==> src/verilog/rp_attr_pkg.sv <==
// Shared types and constants of the root port attribute and access-control stage.
// Assumes one clock domain and a synchronous active-low reset.
package rp_attr_pkg;

  localparam int ADDR_W = 48;
  localparam int CNT_W  = 8;

  localparam logic [1:0] CACHE_NC = 2'h0;
  localparam logic [1:0] CACHE_WB = 2'h2;
  localparam logic [1:0] SH_OUTER = 2'h2;
  localparam logic [CNT_W-1:0] CNT_ZERO = 8'h00;
  localparam logic [CNT_W-1:0] CNT_MAX  = 8'hff;

  typedef struct packed {
    logic       normal;
    logic [1:0] inner;
    logic [1:0] outer;
    logic [1:0] share;
    logic       alloc;
    logic       nomerge;
  } attr_s;

  // Normal, inner and outer write-back cacheable, outer shareable.
  localparam attr_s ATTR_INIT = '{normal: 1'b1, inner: CACHE_WB, outer: CACHE_WB,
                                  share: SH_OUTER, alloc: 1'b1, nomerge: 1'b0};
  // Strongly ordered, uncached, never merged, never allocating.
  localparam attr_s ATTR_DEV  = '{normal: 1'b0, inner: CACHE_NC, outer: CACHE_NC,
                                  share: SH_OUTER, alloc: 1'b0, nomerge: 1'b1};
  localparam attr_s ATTR_NC   = '{normal: 1'b1, inner: CACHE_NC, outer: CACHE_NC,
                                  share: SH_OUTER, alloc: 1'b0, nomerge: 1'b0};

  typedef struct packed {
    logic [ADDR_W-1:0] addr;
    logic [15:0]       rid;
    logic [7:0]        tag;
    logic              write;
    logic              cpl;
    logic              io;
    logic              translated;
  } txn_s;

  typedef struct packed {
    logic v;
    logic b;
    logic r;
    logic c;
    logic u;
    logic t;
  } acs_ctl_s;

  typedef enum logic [2:0] {
    ERR_NONE,
    ERR_SRC,
    ERR_XLAT_BLK,
    ERR_PERM,
    ERR_NO_P2P
  } acs_err_e;

  typedef struct packed {
    logic [ADDR_W-1:0] addr;
    logic [15:0]       rid;
    attr_s             attr;
  } xreq_s;

  typedef struct packed {
    logic [ADDR_W-1:0] pa;
    attr_s             attr;
    logic              perm_ok;
  } xrsp_s;

  typedef struct packed {
    txn_s  txn;
    attr_s attr;
  } out_s;

  typedef struct packed {
    acs_err_e          code;
    logic [15:0]       rid;
    logic [ADDR_W-1:0] addr;
  } err_s;

endpackage

==> src/verilog/addr_window.sv <==
// Inclusive address window comparator.
// Assumes base and limit are static while traffic flows.
`timescale 1ns/1ns
module addr_window
(
  // Window
  input  wire logic [rp_attr_pkg::ADDR_W-1:0] base_in,
  input  wire logic [rp_attr_pkg::ADDR_W-1:0] limit_in,
  // Probe
  input  wire logic [rp_attr_pkg::ADDR_W-1:0] addr_in,
  output logic                                hit_out
);

  assign hit_out = (addr_in >= base_in) && (addr_in <= limit_in);

endmodule

==> src/verilog/acs_log.sv <==
// Violation log: sticky status, first-error header and a one-cycle report pulse.
// Assumes the error reporting block outside consumes the pulse and header.
`timescale 1ns/1ns
module acs_log
(
  // Clock and reset
  input  wire logic              mclk_in,
  input  wire logic              rst_b_in,
  // Event
  input  wire logic              ev_in,
  input  wire rp_attr_pkg::err_s ev_hdr_in,
  input  wire logic              clr_in,
  // Report
  output logic                   status_out,
  output rp_attr_pkg::err_s      hdr_out,
  output logic                   report_out
);

  logic              status_q;
  logic              status_d;
  rp_attr_pkg::err_s hdr_q;
  rp_attr_pkg::err_s hdr_d;
  logic              report_q;

  always_comb
  begin
    // A new violation in the clearing cycle still sets the status.
    status_d = (status_q && !clr_in) || ev_in;
    hdr_d    = hdr_q;
    if (ev_in && (!status_q || clr_in))
    begin
      hdr_d = ev_hdr_in;
    end
  end

  always_ff @(posedge mclk_in)
  begin
    if (!rst_b_in)
    begin
      status_q <= 1'b0;
      hdr_q    <= '0;
      report_q <= 1'b0;
    end
    else
    begin
      status_q <= status_d;
      hdr_q    <= hdr_d;
      report_q <= ev_in;
    end
  end

  assign status_out = status_q;
  assign hdr_out    = hdr_q;
  assign report_out = report_q;

endmodule

==> src/verilog/pcie_root_port_attr_acs.sv <==
// Root port stage that settles final memory attributes and enforces peer access control.
// Assumes inbound requests arrive one at a time on a valid/ready port and that the
// translation unit answers every query it accepts.
//
// Functional notes
// - Current attributes go to the translation unit with each query.
// - Attributes returned by the translation unit replace the transaction's attributes.
// - Selected address targets get overriding attributes from a configured special window.
// - Interrupt message writes wait until all earlier upstream writes have completed.
// - Interrupt message writes never merge and never allocate in caches.
// - Peer BAR targets keep uncached, unmerged, ordered device properties.
// - Without I/O coherency, no cacheable attributes leave the port except those of the special window.
// - Legacy I/O maps one-to-one onto a fixed physical window set before boot.
// - Unsupported peer requests are dropped and reported, never stalled.
// - Source validation and translation blocking are enforced.
// - Peer request redirect, completion redirect and upstream forwarding are enforced.
// - Redirected requests are validated through the translation unit.
// - Access violations are detected, logged and reported.
// - Traffic to other root ports is validated first, violations logged alike.
// - Direct translated peer traffic is supported when translation services exist.
// - Nothing is merged or altered before final attributes are settled.
// - Every inbound transaction starts write-back cacheable, outer shareable.
`timescale 1ns/1ns
module pcie_root_port_attr_acs
(
  // Clock and reset
  input  wire logic                                mclk_in,
  input  wire logic                                rst_b_in,
  // Inbound requests from the link
  input  wire logic                                in_valid_in,
  input  wire rp_attr_pkg::txn_s                   in_txn_in,
  output logic                                     in_ready_out,
  // Translation unit
  input  wire logic                                xlat_present_in,
  input  wire logic                                xlat_bypass_in,
  output logic                                     xq_valid_out,
  output rp_attr_pkg::xreq_s                       xq_out,
  input  wire logic                                xq_ready_in,
  input  wire logic                                xr_valid_in,
  input  wire rp_attr_pkg::xrsp_s                  xr_in,
  // Configuration
  input  wire rp_attr_pkg::acs_ctl_s               acs_ctl_in,
  input  wire logic                                p2p_en_in,
  input  wire logic                                peer_rp_en_in,
  input  wire logic                                ats_en_in,
  input  wire logic                                io_coherent_in,
  input  wire logic [7:0]                          sec_bus_in,
  input  wire logic [7:0]                          sub_bus_in,
  input  wire logic [rp_attr_pkg::ADDR_W-1:0]      io_win_base_in,
  input  wire logic [rp_attr_pkg::ADDR_W-1:0]      msi_base_in,
  input  wire logic [rp_attr_pkg::ADDR_W-1:0]      msi_limit_in,
  input  wire logic [rp_attr_pkg::ADDR_W-1:0]      peer_base_in,
  input  wire logic [rp_attr_pkg::ADDR_W-1:0]      peer_limit_in,
  input  wire logic [rp_attr_pkg::ADDR_W-1:0]      spec_base_in,
  input  wire logic [rp_attr_pkg::ADDR_W-1:0]      spec_limit_in,
  input  wire rp_attr_pkg::attr_s                  spec_attr_in,
  // Upstream to the memory interconnect
  output logic                                     up_valid_out,
  output rp_attr_pkg::out_s                        up_out,
  input  wire logic                                up_ready_in,
  input  wire logic                                wr_ack_in,
  // Egress to peer root ports
  output logic                                     peer_valid_out,
  output rp_attr_pkg::out_s                        peer_out,
  input  wire logic                                peer_ready_in,
  // Drops and violation reporting
  output logic                                     drop_out,
  input  wire logic                                err_clr_in,
  output logic                                     err_status_out,
  output rp_attr_pkg::err_s                        err_hdr_out,
  output logic                                     err_report_out
);

  // ***********************************************************************
  // State
  // ***********************************************************************

  typedef enum logic [2:0] {
    S_IDLE,
    S_CHECK,
    S_XREQ,
    S_XWAIT,
    S_OVR,
    S_DRAIN,
    S_ISSUE
  } state_e;

  state_e                          state_q;
  state_e                          state_d;
  rp_attr_pkg::txn_s               txn_q;
  rp_attr_pkg::txn_s               txn_d;
  rp_attr_pkg::attr_s              attr_q;
  rp_attr_pkg::attr_s              attr_d;
  logic                            peer_q;
  logic                            peer_d;
  logic                            val_q;
  logic                            val_d;
  logic                            msi_q;
  logic                            msi_d;
  logic                            drop_q;
  logic                            drop_d;
  logic [rp_attr_pkg::CNT_W-1:0]   cnt_q;
  logic [rp_attr_pkg::CNT_W-1:0]   cnt_d;

  logic                            err_v;
  rp_attr_pkg::acs_err_e           err_c;
  rp_attr_pkg::err_s               err_hdr;
  logic                            msi_hit;
  logic                            peer_hit;
  logic                            spec_hit;
  logic                            redirect;
  logic                            up_fire;
  logic                            peer_fire;
  logic                            inc;
  logic                            dec;

  // ***********************************************************************
  // Address windows
  // ***********************************************************************

  addr_window u_msi_win
  (
    .base_in  (msi_base_in),
    .limit_in (msi_limit_in),
    .addr_in  (txn_q.addr),
    .hit_out  (msi_hit)
  );

  addr_window u_peer_win
  (
    .base_in  (peer_base_in),
    .limit_in (peer_limit_in),
    .addr_in  (txn_q.addr),
    .hit_out  (peer_hit)
  );

  addr_window u_spec_win
  (
    .base_in  (spec_base_in),
    .limit_in (spec_limit_in),
    .addr_in  (txn_q.addr),
    .hit_out  (spec_hit)
  );

  // Peer requests go through validation when any redirect control asks for it.
  assign redirect = peer_hit && (acs_ctl_in.r || acs_ctl_in.u || peer_rp_en_in);

  // ***********************************************************************
  // Transaction sequencing
  // ***********************************************************************

  always_comb
  begin
    state_d = state_q;
    txn_d   = txn_q;
    attr_d  = attr_q;
    peer_d  = peer_q;
    val_d   = val_q;
    msi_d   = msi_q;
    drop_d  = 1'b0;
    err_v   = 1'b0;
    err_c   = rp_attr_pkg::ERR_NONE;
    case (state_q)
      S_IDLE:
      begin
        if (in_valid_in)
        begin
          txn_d  = in_txn_in;
          attr_d = rp_attr_pkg::ATTR_INIT;
          peer_d = 1'b0;
          val_d  = 1'b0;
          if (in_txn_in.io)
          begin
            txn_d.addr = io_win_base_in + in_txn_in.addr;
          end
          state_d = S_CHECK;
        end
      end
      S_CHECK:
      begin
        if (acs_ctl_in.v && ((txn_q.rid[15:8] < sec_bus_in) || (txn_q.rid[15:8] > sub_bus_in)))
        begin
          err_c = rp_attr_pkg::ERR_SRC;
        end
        else if (peer_hit && !p2p_en_in)
        begin
          err_c = rp_attr_pkg::ERR_NO_P2P;
        end
        else if (txn_q.translated && peer_hit && acs_ctl_in.t && ats_en_in && peer_rp_en_in)
        begin
          peer_d  = 1'b1;
          state_d = S_OVR;
        end
        else if (txn_q.translated && acs_ctl_in.b)
        begin
          err_c = rp_attr_pkg::ERR_XLAT_BLK;
        end
        else if (txn_q.cpl)
        begin
          peer_d  = peer_hit && !acs_ctl_in.c;
          state_d = S_OVR;
        end
        else if (redirect && !xlat_present_in)
        begin
          err_c = rp_attr_pkg::ERR_PERM;
        end
        else if (redirect || (xlat_present_in && !xlat_bypass_in && !txn_q.translated))
        begin
          val_d   = redirect;
          state_d = S_XREQ;
        end
        else
        begin
          peer_d  = peer_hit && !acs_ctl_in.u;
          state_d = S_OVR;
        end
        if (err_c != rp_attr_pkg::ERR_NONE)
        begin
          err_v   = 1'b1;
          drop_d  = 1'b1;
          state_d = S_IDLE;
        end
      end
      S_XREQ:
      begin
        if (xq_ready_in)
        begin
          state_d = S_XWAIT;
        end
      end
      S_XWAIT:
      begin
        if (xr_valid_in)
        begin
          if (val_q && !xr_in.perm_ok)
          begin
            err_v   = 1'b1;
            err_c   = rp_attr_pkg::ERR_PERM;
            drop_d  = 1'b1;
            state_d = S_IDLE;
          end
          else
          begin
            attr_d     = xr_in.attr;
            txn_d.addr = xr_in.pa;
            peer_d     = val_q && peer_rp_en_in;
            state_d    = S_OVR;
          end
        end
      end
      S_OVR:
      begin
        msi_d = msi_hit && txn_q.write;
        if (msi_hit && txn_q.write)
        begin
          attr_d = rp_attr_pkg::ATTR_DEV;
        end
        else if (peer_hit)
        begin
          attr_d = rp_attr_pkg::ATTR_DEV;
        end
        else if (spec_hit)
        begin
          attr_d = spec_attr_in;
        end
        else if (!io_coherent_in && attr_q.normal &&
                 ((attr_q.inner != rp_attr_pkg::CACHE_NC) || (attr_q.outer != rp_attr_pkg::CACHE_NC)))
        begin
          // Caches beyond the processing_element domain could hold data software cannot maintain.
          attr_d = rp_attr_pkg::ATTR_NC;
        end
        state_d = (msi_hit && txn_q.write) ? S_DRAIN : S_ISSUE;
      end
      S_DRAIN:
      begin
        if (cnt_q == rp_attr_pkg::CNT_ZERO)
        begin
          state_d = S_ISSUE;
        end
      end
      S_ISSUE:
      begin
        if (up_fire || peer_fire)
        begin
          state_d = S_IDLE;
        end
      end
      default:
      begin
        state_d = S_IDLE;
      end
    endcase
  end

  // ***********************************************************************
  // Posted write tracking
  // ***********************************************************************

  assign up_fire   = up_valid_out && up_ready_in;
  assign peer_fire = peer_valid_out && peer_ready_in;
  // Counting stalls new issue at saturation so no acknowledgement is lost.
  assign inc = up_fire && txn_q.write && !txn_q.cpl;
  assign dec = wr_ack_in && (cnt_q != rp_attr_pkg::CNT_ZERO);

  always_comb
  begin
    cnt_d = cnt_q;
    if (inc && !dec)
    begin
      cnt_d = cnt_q + 8'h01;
    end
    else if (dec && !inc)
    begin
      cnt_d = cnt_q - 8'h01;
    end
  end

  always_ff @(posedge mclk_in)
  begin
    if (!rst_b_in)
    begin
      state_q <= S_IDLE;
      txn_q   <= '0;
      attr_q  <= rp_attr_pkg::ATTR_INIT;
      peer_q  <= 1'b0;
      val_q   <= 1'b0;
      msi_q   <= 1'b0;
      drop_q  <= 1'b0;
      cnt_q   <= rp_attr_pkg::CNT_ZERO;
    end
    else
    begin
      state_q <= state_d;
      txn_q   <= txn_d;
      attr_q  <= attr_d;
      peer_q  <= peer_d;
      val_q   <= val_d;
      msi_q   <= msi_d;
      drop_q  <= drop_d;
      cnt_q   <= cnt_d;
    end
  end

  // ***********************************************************************
  // Outputs
  // ***********************************************************************

  assign in_ready_out   = (state_q == S_IDLE);
  assign xq_valid_out   = (state_q == S_XREQ);
  assign xq_out         = '{addr: txn_q.addr, rid: txn_q.rid, attr: attr_q};
  // Issue only once attributes are final; one transaction in flight keeps order.
  assign up_valid_out   = (state_q == S_ISSUE) && !peer_q &&
                          (cnt_q != rp_attr_pkg::CNT_MAX);
  assign peer_valid_out = (state_q == S_ISSUE) && peer_q;
  assign up_out         = '{txn: txn_q, attr: attr_q};
  assign peer_out       = '{txn: txn_q, attr: attr_q};
  assign drop_out       = drop_q;

  assign err_hdr = '{code: err_c, rid: txn_q.rid, addr: txn_q.addr};

  acs_log u_log
  (
    .mclk_in    (mclk_in),
    .rst_b_in   (rst_b_in),
    .ev_in      (err_v),
    .ev_hdr_in  (err_hdr),
    .clr_in     (err_clr_in),
    .status_out (err_status_out),
    .hdr_out    (err_hdr_out),
    .report_out (err_report_out)
  );

endmodule

==> config.mk <==
export PLATFORM = sky130hd
export DESIGN_NAME = pcie_root_port_attr_acs
export DESIGN_NICKNAME = d
export VERILOG_FILES = /design/src/verilog/rp_attr_pkg.sv /design/src/verilog/addr_window.sv /design/src/verilog/acs_log.sv /design/src/verilog/pcie_root_port_attr_acs.sv
export SDC_FILE = /design/constraint.sdc
export NUM_CORES = 1
export LEC_CHECK = 0
export BUFFER_PORTS_ARGS = -buffer_cell sky130_fd_sc_hd__buf_4
export CORE_AREA = 2 2 325 327
export CTS_BUF_LIST = sky130_fd_sc_hd__clkbuf_4
export CTS_CLUSTER_DIAMETER = 80
export DETAILED_ROUTE_END_ITERATION = 12
export DIE_AREA = 0 0 327 329
export GPL_TIMING_DRIVEN = 0
export PLACE_DENSITY = 0.47
export SYNTH_ARGS = -nofsm -noshare
export SYNTH_HDL_FRONTEND = slang
export SYNTH_SLANG_ARGS = --single-unit
==> constraint.sdc <==
create_clock -name mclk_in -period 3.31 [get_ports mclk_in]
set_input_delay 0.1655 -clock mclk_in [delete_from_list [all_inputs] [get_ports mclk_in]]
set_output_delay 0.1655 -clock mclk_in [all_outputs]
set_load 0.01 [all_outputs]
# Word-level counts from Yosys, hierarchy flattened
# Cells that the tools add are included.
dict set report op_classes {
  add_sub_neg 3
  n_mul 0
  div_mod_pow 0
  n_lt_le_gt_ge 8
  eq_ne 28
  n_shift 0
  mux 64
  n_bitwise 0
  reduce_logical 72
}
# cell n
set op_table {}
lappend op_table {{$ge 48x48->1} 3}
lappend op_table {{$le 48x48->1} 3}
lappend op_table {{$mux 48} 3}
lappend op_table {{$pmux 48 s2} 1}
lappend op_table {{$mux 76} 1}
lappend op_table {{$mux 9} 7}
lappend op_table {{$mux 3} 17}
lappend op_table {{$add 48x48->48} 1}
lappend op_table {{$logic_and 1x1->1} 33}
lappend op_table {{$pmux 9 s3} 1}
lappend op_table {{$reduce_and 9->1} 3}
lappend op_table {{$ne 2x2->1 const B} 12}
lappend op_table {{$pmux 3 s7} 1}
lappend op_table {{$mux 1} 20}
lappend op_table {{$mux 8} 2}
lappend op_table {{$logic_not 1->1} 14}
lappend op_table {{$mux 2} 7}
lappend op_table {{$ne 4x4->1 const B} 3}
lappend op_table {{$ne 5x5->1 const B} 2}
lappend op_table {{$reduce_bool 2->1} 5}
lappend op_table {{$eq 3x3->1 const B} 3}
lappend op_table {{$ne 3x3->1 const B} 3}
lappend op_table {{$reduce_bool 3->1} 3}
lappend op_table {{$add 8x1->8 const B} 1}
lappend op_table {{17 further kinds} 26}
dict set report totals {
  regBits 167
  latch_bits 0
  mem_bits_rw 0
  mem_bits_ro 0
  in_bits 516
  wordCells 197
  memories 0
}

# Longest topological paths before layout
# Gate-level depths: netlist of run 1.
dict set report logic_depth {
  word_depth 15
  depth_mapped 18
  depth_no_buf 17
}

# Modules after synthesis
# A second synthesis of run 1 with hierarchy kept.
dict set report unflattened {
  cells_unflattened 2577
  hier_area_um2 19481.2
}
# module instances cells_each area_each_um2 seq_area_each_um2
set modules_own_cells {}
lappend modules_own_cells {pcie_root_port_attr_acs 1 1251 9318.9 1981.9}
lappend modules_own_cells {addr_window 3 343 2472.4 0.0}
lappend modules_own_cells {acs_log 1 297 2745.1 1381.3}

# Worst setup path after synthesis of run 1
# OpenSTA, ideal clock, no wires.
dict set report synth_timing {
  path_kind {flip-flop to flip-flop}
  from {reg state_q[1]}
  to {reg cnt_q[7] in the netlist's numbering}
  t_arrival_ns 3.719
  t_required_ns 3.240
  path_slack_ns -0.480
  path_stages_with_launch 19
  path_buffers 1
  period_less_slack_ns 3.790
  path_cell_list {dfxtp_1 > clkbuf_1 > inv_1 > or3_1 > nor3_1 > nand2_1 > nor3b_1 > ha_1 > inv_1 > ha_1 > a21o_1 > a21oi_1 > o21bai_1 > a21oi_1 > o21bai_1 > a21oi_1 > xnor2_1 > or3_1 > a21oi_1}
}
dict set report synth_between {
  elab_chain_len 9
  word_cells_on_any_way 11
}
# item line_no
set synth_lines {}
lappend synth_lines {{start: declaration} pcie_root_port_attr_acs.sv:88} ;# state_e state_q;
lappend synth_lines {{start signal: assignment} pcie_root_port_attr_acs.sv:333} ;# state_q <= state_d;
lappend synth_lines {{$eq 3x3->1 (*)} pcie_root_port_attr_acs.sv:352} ;# assign up_valid_out = (state_q == S_ISSUE) && !peer_q &&
lappend synth_lines {{$logic_and 1x1->1 (*) (2 in series)} pcie_root_port_attr_acs.sv:352}
lappend synth_lines {{net up_valid_out} pcie_root_port_attr_acs.sv:58} ;# output logic up_valid_out,
lappend synth_lines {{$logic_and 1x1->1 (*)} pcie_root_port_attr_acs.sv:299} ;# assign up_fire = up_valid_out && up_ready_in;
lappend synth_lines {{$logic_and 1x1->1 (*) (2 in series)} pcie_root_port_attr_acs.sv:302} ;# assign inc = up_fire && txn_q.write && !txn_q.cpl;
lappend synth_lines {{$logic_not 1->1} pcie_root_port_attr_acs.sv:312} ;# else if (dec && !inc)
lappend synth_lines {{$logic_and 1x1->1} pcie_root_port_attr_acs.sv:312}
lappend synth_lines {{$reduce_bool 2->1 (no line)} n/a}
lappend synth_lines {{end signal: assignment} pcie_root_port_attr_acs.sv:329} ;# cnt_q <= rp_attr_pkg::CNT_ZERO;
lappend synth_lines {{end signal: assignment} pcie_root_port_attr_acs.sv:340} ;# cnt_q <= cnt_d;
lappend synth_lines {{end: declaration} pcie_root_port_attr_acs.sv:102} ;# logic [rp_attr_pkg::CNT_W-1:0] cnt_q;
# The timed path passes the listed nets; every way through them passes the cells marked *.
# A chain may end at the register's enable or synchronous reset.

# Worst setup path after layout of run 1
dict set report layout_timing {
  from {reg txn_q, in the netlist peer_out[76]}
  to {reg u_log.hdr_q, in the netlist u_log.hdr_out[21]}
}
dict set report layout_between {
  elab_chain_len 15
  word_cells_on_any_way 21
}
# item line_no
set layout_lines {}
lappend layout_lines {{start: declaration} pcie_root_port_attr_acs.sv:90} ;# rp_attr_pkg::txn_s txn_q;
lappend layout_lines {{start signal: assignment} pcie_root_port_attr_acs.sv:334} ;# txn_q <= txn_d;
lappend layout_lines {{$ge 48x48->1 or $le 48x48->1 (tied branches)} addr_window.sv:14} ;# assign hit_out = (addr_in >= base_in) && (addr_in <= limit_in);
lappend layout_lines {{$logic_and 1x1->1 (*)} addr_window.sv:14}
lappend layout_lines {{$logic_and 1x1->1} pcie_root_port_attr_acs.sv:146} ;# assign redirect = peer_hit && (acs_ctl_in.r || acs_ctl_in.u || peer_rp_en_in);
lappend layout_lines {{$logic_and 1x1->1} pcie_root_port_attr_acs.sv:203} ;# else if (redirect && !xlat_present_in)
lappend layout_lines {{$mux 2} pcie_root_port_attr_acs.sv:203}
lappend layout_lines {{$mux 2} pcie_root_port_attr_acs.sv:198} ;# else if (txn_q.cpl)
lappend layout_lines {{$mux 2} pcie_root_port_attr_acs.sv:194} ;# else if (txn_q.translated && acs_ctl_in.b)
lappend layout_lines {{$mux 2} pcie_root_port_attr_acs.sv:189} ;# else if (txn_q.translated && peer_hit && acs_ctl_in.t && ats_en_in && peer_rp_en_in)
lappend layout_lines {{$mux 3 (*)} pcie_root_port_attr_acs.sv:185} ;# else if (peer_hit && !p2p_en_in)
lappend layout_lines {{$mux 3 (*)} pcie_root_port_attr_acs.sv:181} ;# if (acs_ctl_in.v && ((txn_q.rid[15:8] < sec_bus_in) || (txn_q.rid[15:8] > sub_bus_in)))
lappend layout_lines {{$mux 3 (*)} pcie_root_port_attr_acs.sv:163} ;# case (state_q)
lappend layout_lines {{$reduce_bool 3->1 (*)} pcie_root_port_attr_acs.sv:217} ;# if (err_c != rp_attr_pkg::ERR_NONE)
lappend layout_lines {{$mux 1 (*)} pcie_root_port_attr_acs.sv:217}
lappend layout_lines {{$pmux 1 s2 (*)} pcie_root_port_attr_acs.sv:163}
lappend layout_lines {{$logic_and 1x1->1 (*)} acs_log.sv:30} ;# if (ev_in && (!status_q || clr_in))
lappend layout_lines {{end signal: assignment} acs_log.sv:47} ;# hdr_q <= hdr_d;
lappend layout_lines {{end: declaration} acs_log.sv:21} ;# rp_attr_pkg::err_s hdr_q;
# Mark *: on every way between the ends. The rest lies on a longest branch, timed or not. The select of a mux whose other input is x is not followed.

==> results of run 1 <==
## placed cells by master (no fill, tap or decap), drive strengths merged, types with 29 or more instances in the layout
cell / synthesis / layout
a21oi: 202 / 202
nand2: 322 / 322
nand4: 62 / 62
nor2: 111 / 111
a221oi: 33 / 33
a211oi: 29 / 29
inv: 334 / 338
buf: 171 / 1153
ha: 357 / 357
a21o: 85 / 85
dfxtp: 167 / 167
nand3: 29 / 29
dlygate4sd3: 0 / 185
clkbuf: 72 / 88
o21ai: 131 / 131
mux2i: 80 / 80
## worst min-delay path by stage
| stage | end | slack [ns] | cells past startpoint |
|---|---|---|---|
| global route | u_log.hdr_out[64] | 0.06 | 5 |
| floorplan | peer_out[13] | 0.30 | 2 |
| global placement | peer_out[14] | 0.41 | 3 |
| CTS | peer_out[70] | 0.01 | 6 |
| detailed placement | peer_out[12] | 0.42 | 3 |
| finish | peer_out[70] | 0.12 | 6 |
## stage by stage
step / setup TNS [ns] / setup slack (ns) / util (%) / total power [uW] / instances
5_1_grt: -30.27 / -0.4725 / 30.60 / 14820 / 5140
2_1_floorplan: 0 / 0.001165 / - / 6948 / 2545
6_report: -17.47 / -0.2886 / 30.61 / 13820 / 5146
3_5_place_dp: -220.10 / -2.936 / 26.08 / 10550 / 4770
4_1_cts: -28.29 / -0.4317 / 30.19 / 13730 / 5119
3_3_place_gp: -244.63 / -3.001 / 26.05 / 10500 / 4768
## layer usage
| layer | track usage, % | vias to the layer above | share of wire [%] |
|---|---|---|---|
| li1 | - | 11233 | - |
| met3 | 4.107 | 124 | 5.5 |
| met4 | 6.063 | 14 | 2.6 |
| met1 | 29.72 | 11042 | 46 |
| met2 | 36.19 | 732 | 46 |
| met5 | 0 | - | 0.065 |
## worst max-delay path, cell delays in order (launching register included)
cell and delay [ns]:
dfxtp_4 0.42, ha_4 0.28, nand4_1 0.20, nor4_4 0.30, buf_4 0.19, and4_4 0.32
a211oi_4 0.08, nor3_4 0.31, nand2_2 0.09, or4b_4 0.53, a41oi_4 0.20, nor2_4 0.10
buf_12 0.17, buf_16 0.16, mux2i_1 0.12
## logic make-up after synthesis
family / after synthesis / share of synthesized area [%]
flip-flops: 167 / 17.45
XOR/XNOR: 45 / 2.058
multiplexers: 86 / 4.533
AND/OR/NAND/NOR: 652 / 15.61
adder cells (fa/ha/maj): 359 / 23.53
AO/OA/AOI/OAI: 659 / 22.22
buffers and inverters: 577 / 14.60
## flip-flops by register name, summed over array words and instances (netlist names)
register          count
cnt_q                 8
u_log.hdr_out        67
u_log.status_out      1
val_q                 1
u_log.report_out      1
state_q               3
peer_q                1
peer_out             85
## power by group
| part | internal, uW | switching, uW |
|---|---|---|
| sequential | 2390 | 786 |
| combinational | 4360 | 4720 |
| clock | 493 | 1070 |
| total | 7240 | 6580 |
## area by class of cell
cell class                      instances  area, sq um  share of cell area [%]
Multi-Input combinational cell       1801        13850                   43.33
Antenna cell                           11        27.53                 0.08615
Buffer                                241         1662                   5.200
Timing Repair Buffer                 1169         9543                   29.87
Clock inverter                         15        205.2                  0.6422
Inverter                              334         1271                   3.978
Sequential cell                       167         3531                   11.05
Tap cell                             1391         1740                   5.447
Clock buffer                           17        127.6                  0.3994
## repair_timing
item	in CTS	in global routing
cloned	3	2
pin swaps	54	36
hold buffers	185	0
gates resized for setup	245	57
setup buffers	130	15
hold endpoints to repair	97	0
endpoints found under the setup margin	107	115
==> run_results.csv, run 1 <==
group,metric,value,unit
status,status,"finished with violations",
status,violations,"negative setup slack",
synth,yosysSeqAreaShare,17.45,%
setup_path,critPathRequiredTime,3.97,ns
sta,fmax,277.9,MHz
route,via_count,23145,
setup_path,cp-endpoint,"u_log.hdr_out[21]",
setup_path,arrival,4.26,ns
route,dr.pass1.iters,5,
synth,synth_nets,3420,
clocking,cts.sinks,167,
layout,layout.nets,4606,
setup_path,worstSetupStartpointType,"flip-flop",
sta,relSlewSlack,24.30,%
min_path,hold_class,"input port to flip-flop",
setup_path,crit_path_end_kind,"flip-flop",
sta,finClkSkew,0.04046,ns
placement,dpl-instance-area,0.02722,sq mm
setup_path,reg2reg_depth,14,
setup_path,crit_start,"peer_out[76]",
setup_path,critical_path_peak_fanout,7,
synth,yosysMostFrequentCell,"ha_1",
global_routing,antenna_found_initial,23,
synth,synth_ff_type,"dfxtp_1",
clocking,cts_made_buffers,17,
sta,setup_viol,82,
floorplan,rows,119,
global_routing,grt_pass1_vias,22612,
layout,stdcell_area,0.03195,sq mm
pwr,power_density,432.4,mW/mm^2
route,drcViolationCount,0,
route,ant_nets,0,
synth,yosys_warnings,0,
floorplan,initial_utilization,18.35,%
floorplan,pin_count,833,
placement,port_buffers,832,
synth,synth_cell_types,68,
route,viasPerCell,4.498,
clocking,clk-insertion-delay-late,0.77,ns
clocking,htreeDepth,4,
route,wl_per_cell,24.19,microns
synth,synth_area_leaders,"ha_1 23%, dfxtp_1 17%, inv_1 6.5%, nand2_1 6.3%, buf_4 6.2%",
sta,rsz0062_at_grt,"yes",
global_routing,grt_pass1_wl,168800,microns
placement,globalplace.congestion,0.8990,
global_routing,grt_usage,22.15,%
floorplan,core,0.1044,sq mm
sta,hold_viol,0,
layout,fillers,11438,
job,drv_cap,0,
synth,ys_async_sr_fraction,0,%
synth,yosys_register_bits,167,
route,wirelength,124500,microns
min_path,worstHoldStart,"io_win_base_in[33]",
clocking,path_clk_slew,0.19,ns
synth,synth_edf_count,0,
setup_path,reg2reg_to,"u_log.hdr_out[21]",
synth,synth.largest_area_cell,"ha_1",
synth,netlist_instances,2545,
sta,worst_pin_slew,1.136,ns
clocking,cts_tree,"done",
placement,dp_hpwl,96350,microns
sta,holdWs,0.1228,ns
clocking,cts_buffer_depth,2,
global_routing,grt-ovfl-total,0,
global_routing,grt_max_degree,19,
route,drtIter0Drc,1109,
floorplan,die_x,327,microns
synth,synth_area_per_cell,7.526,sq um
synth,synthTopCellsByCount,"357 x ha_1, 334 x inv_1, 322 x nand2_1",
pwr,ir_drop,214.0,uV
setup_path,r2r_start,"peer_out[76]",
sta,layout_setup_ws,-0.2886,ns
layout,areaGrowthSynthToFinish,66.82,%
synth,netlist_area,0.01915,sq mm
sta,fin_crit_sh,108.7,%
sta,period_needed,3.599,ns
setup_path,rrSetupSlack,-0.29,ns
sta,slew_violations,0,
floorplan,die_height,329,microns
floorplan,die_area,0.1076,sq mm
pwr,p_leak,0.01628,uW
layout,layout-drive-gt1-share,36.38,%
synth,yosys.area.top_type_share,23.32,%
setup_path,path_class,"flip-flop to flip-flop",
clocking,root_buffer,"clkbuf_4",
Note: power is estimated with default switching activity, not from simulation.
==> inputs of run 2 (changes only) <==
--- a/config.mk
+++ b/config.mk
@@ -12,7 +12,7 @@
 export DETAILED_ROUTE_END_ITERATION = 12
 export DIE_AREA = 0 0 327 329
 export GPL_TIMING_DRIVEN = 0
-export PLACE_DENSITY = 0.47
+export PLACE_DENSITY = 0.46
 export SYNTH_ARGS = -nofsm -noshare
 export SYNTH_HDL_FRONTEND = slang
 export SYNTH_SLANG_ARGS = --single-unit
==> constraint.sdc (replaced) <==
create_clock -name mclk_in -period 4.6 [get_ports mclk_in]
set_input_delay 0.23 -clock mclk_in [delete_from_list [all_inputs] [get_ports mclk_in]]
set_output_delay 0.23 -clock mclk_in [all_outputs]
set_load 0.01 [all_outputs]
==> run 2 against run 1 <==
Cell area shrank 7.4%; highest routed layer unchanged; utilization fell by 2.3 points; flip-flop and latch count unchanged; sequential power is 19% lower; critical path type unchanged; die area stayed put; the flow now finishes without violations; critical path depth increased by 3; combinational power is 42% lower; power shrank 36%; routed wire length down 8.4%.
==> run_results.csv, run 2 (synthesis results as in run 1) <==
group,metric,value,unit
status,status,"finished clean",
min_path,worstHoldStart,"io_win_base_in[45]",
min_path,holdPathEnd,"peer_out[83]",
floorplan,pin_count,833,
clocking,path_clk_slew,0.18,ns
route,drtIter0Drc,1113,
setup_path,rrSetupSlack,0.28,ns
global_routing,grt_pass1_vias,21946,
layout,largest_reg_flops,85,
sta,slew_violations,0,
route,via_count,22198,
floorplan,die_height,329,microns
placement,port_buffers,832,
pwr,ir_drop,161.7,uV
layout,final_common_cell,"buf_4",
clocking,clk-insertion-delay-late,0.76,ns
clocking,htreeDepth,4,
floorplan,initial_utilization,18.35,%
placement,dp_hpwl,96610,microns
setup_path,worstSetupStartpointType,"flip-flop",
setup_path,critical_path_peak_fanout,10,
layout,layout.nets,4455,
sta,fmax,231.4,MHz
placement,numPlacedInstances,4769,
clocking,root_buffer,"clkbuf_4",
clocking,cts_buffer_depth,2,
layout,stdcell_count,4998,
job,drv_cap,0,
setup_path,critPathRequiredTime,5.27,ns
pwr,power_density,300.4,mW/mm^2
min_path,hold_depth,5,
global_routing,grt_max_degree,18,
route,wl_per_cell,22.81,microns
sta,fin_crit_sh,93.95,%
placement,globalplace.congestion,0.8911,
sta,layout_setup_ws,0.2783,ns
sta,worst_pin_slew,1.137,ns
route,viasPerCell,4.441,
layout,areaGrowthSynthToFinish,54.54,%
floorplan,die_area,0.1076,sq mm
placement,dp_slack,-1.779,ns
route,drcViolationCount,0,
sta,setup_viol,0,
sta,hold_viol,0,
min_path,hold_class,"input port to flip-flop",
route,wirelength,114000,microns
floorplan,die_x,327,microns
floorplan,rows,119,
clocking,cts_made_buffers,17,
global_routing,antenna_found_initial,23,
setup_path,reg2reg_to,"val_q",
sta,period_needed,4.322,ns
route,dr.pass1.iters,5,
setup_path,reg2reg_depth,17,
layout,layout-drive-gt1-share,31.34,%
layout,layout_common_cells,"1001 x buf_4, 357 x ha_1, 333 x inv_1",
layout,stdcell_area,0.02960,sq mm
setup_path,crit_path_end_kind,"flip-flop",
placement,dpl-instance-area,0.02716,sq mm
setup_path,path_class,"flip-flop to flip-flop",
sta,finClkSkew,0.04185,ns
global_routing,grt_usage,20.34,%
clocking,cts_tree,"done",
setup_path,r2r_start,"peer_out[37]",
sta,relSlewSlack,23.53,%
clocking,cts.sinks,167,
global_routing,grt-ovfl-total,0,
pwr,total_power,8892,uW
global_routing,grt_pass1_wl,157400,microns
pwr,p_leak,0.01527,uW
floorplan,core,0.1044,sq mm
setup_path,arrival,4.99,ns
route,ant_nets,0,
-- run 2: changes by cell type in the layout (fill, tap and decap cells not counted), moves of 10 or more --
| cell | previous run | this run |
|---|---|---|
| buf_12 | 16 | 0 |
| dfxtp_2 | 3 | 24 |
| ha_4 | 17 | 0 |
| buf_6 | 17 | 4 |
| ha_1 | 339 | 357 |
| buf_4 | 1109 | 1001 |
| dfxtp_4 | 49 | 24 |
| dlygate4sd3_1 | 185 | 175 |
-- run 2: repair_timing --
item,CTS,global route
gates resized for setup,88,18
pin swaps,2,3
setup endpoints to repair,83,82
gates cloned,0,0
setup buffers,5,4
hold buffers,175,0
endpoints found under the hold margin,97,0
-- run 2: cell type report --
class,instances,area (sq um)
Sequential cell,167,3463
Fill cell,11593,74770
Antenna cell,14,35.03
Multi-Input combinational cell,1801,13180
Tap cell,1391,1740
Timing Repair Buffer,1017,8073
Buffer,242,1541
Clock buffer,17,127.6
Inverter,334,1257
Clock inverter,15,185.2
-- run 2: how the worst max path moves through the flow --
stage,startpoint,end,slack [ns]
floorplan,state_q[1],cnt_q[7],0.81
detailed placement,peer_out[52],peer_out[3],-1.78
finish,peer_out[37],val_q,0.28
global placement,peer_out[52],peer_out[5],-1.73
global route,peer_out[84],u_log.hdr_out[46],-0.002
CTS,peer_out[60],u_log.hdr_out[66],0.0002
-- run 2: power breakdown --
group | total, uW | internal [uW] | switching (uW) | leakage (uW)
Combinational | 5260 | 2640 | 2620 | 0.0137
Sequential | 2570 | 1700 | 869 | 0.00139
Clock | 1060 | 344 | 719 | 0.000162
-- run 2: stage by stage --
stage	hold slack (ns)	setup TNS (ns)	utilization, %
floorplan	0.3660	0	-
global placement	0.4427	-117.52	26.00
detailed placement	0.4478	-110.64	26.02
CTS	0.0008170	0	28.24
global route	0.1112	-0.001636	28.34
finish	0.1728	0	28.36
-- run 2: critical path: stages (launching register included) --
cell and delay [ns]:
dfxtp_4 0.52, clkinvlp_4 0.13, buf_4 0.19, buf_4 0.16
ha_1 0.26, nand2b_1 0.14, a31oi_1 0.20, o21ai_1 0.21
a21oi_1 0.36, o211ai_1 0.13, buf_4 0.21, nand2_1 0.19
clkbuf_1 0.37, nor2_1 0.12, o22a_1 0.22, a31oi_1 0.17
dlygate4sd3_1 0.58, nor2_1 0.05
-- run 2: metal layers --
layer  vias to the layer above  routed length [microns]  track usage, %
met2                       657                    55140           35.14
met4                        14                     2149           5.056
li1                      10928                        -               -
met1                     10506                    50660           26.05
met5                         -                      106               0
met3                        93                     5934           3.667
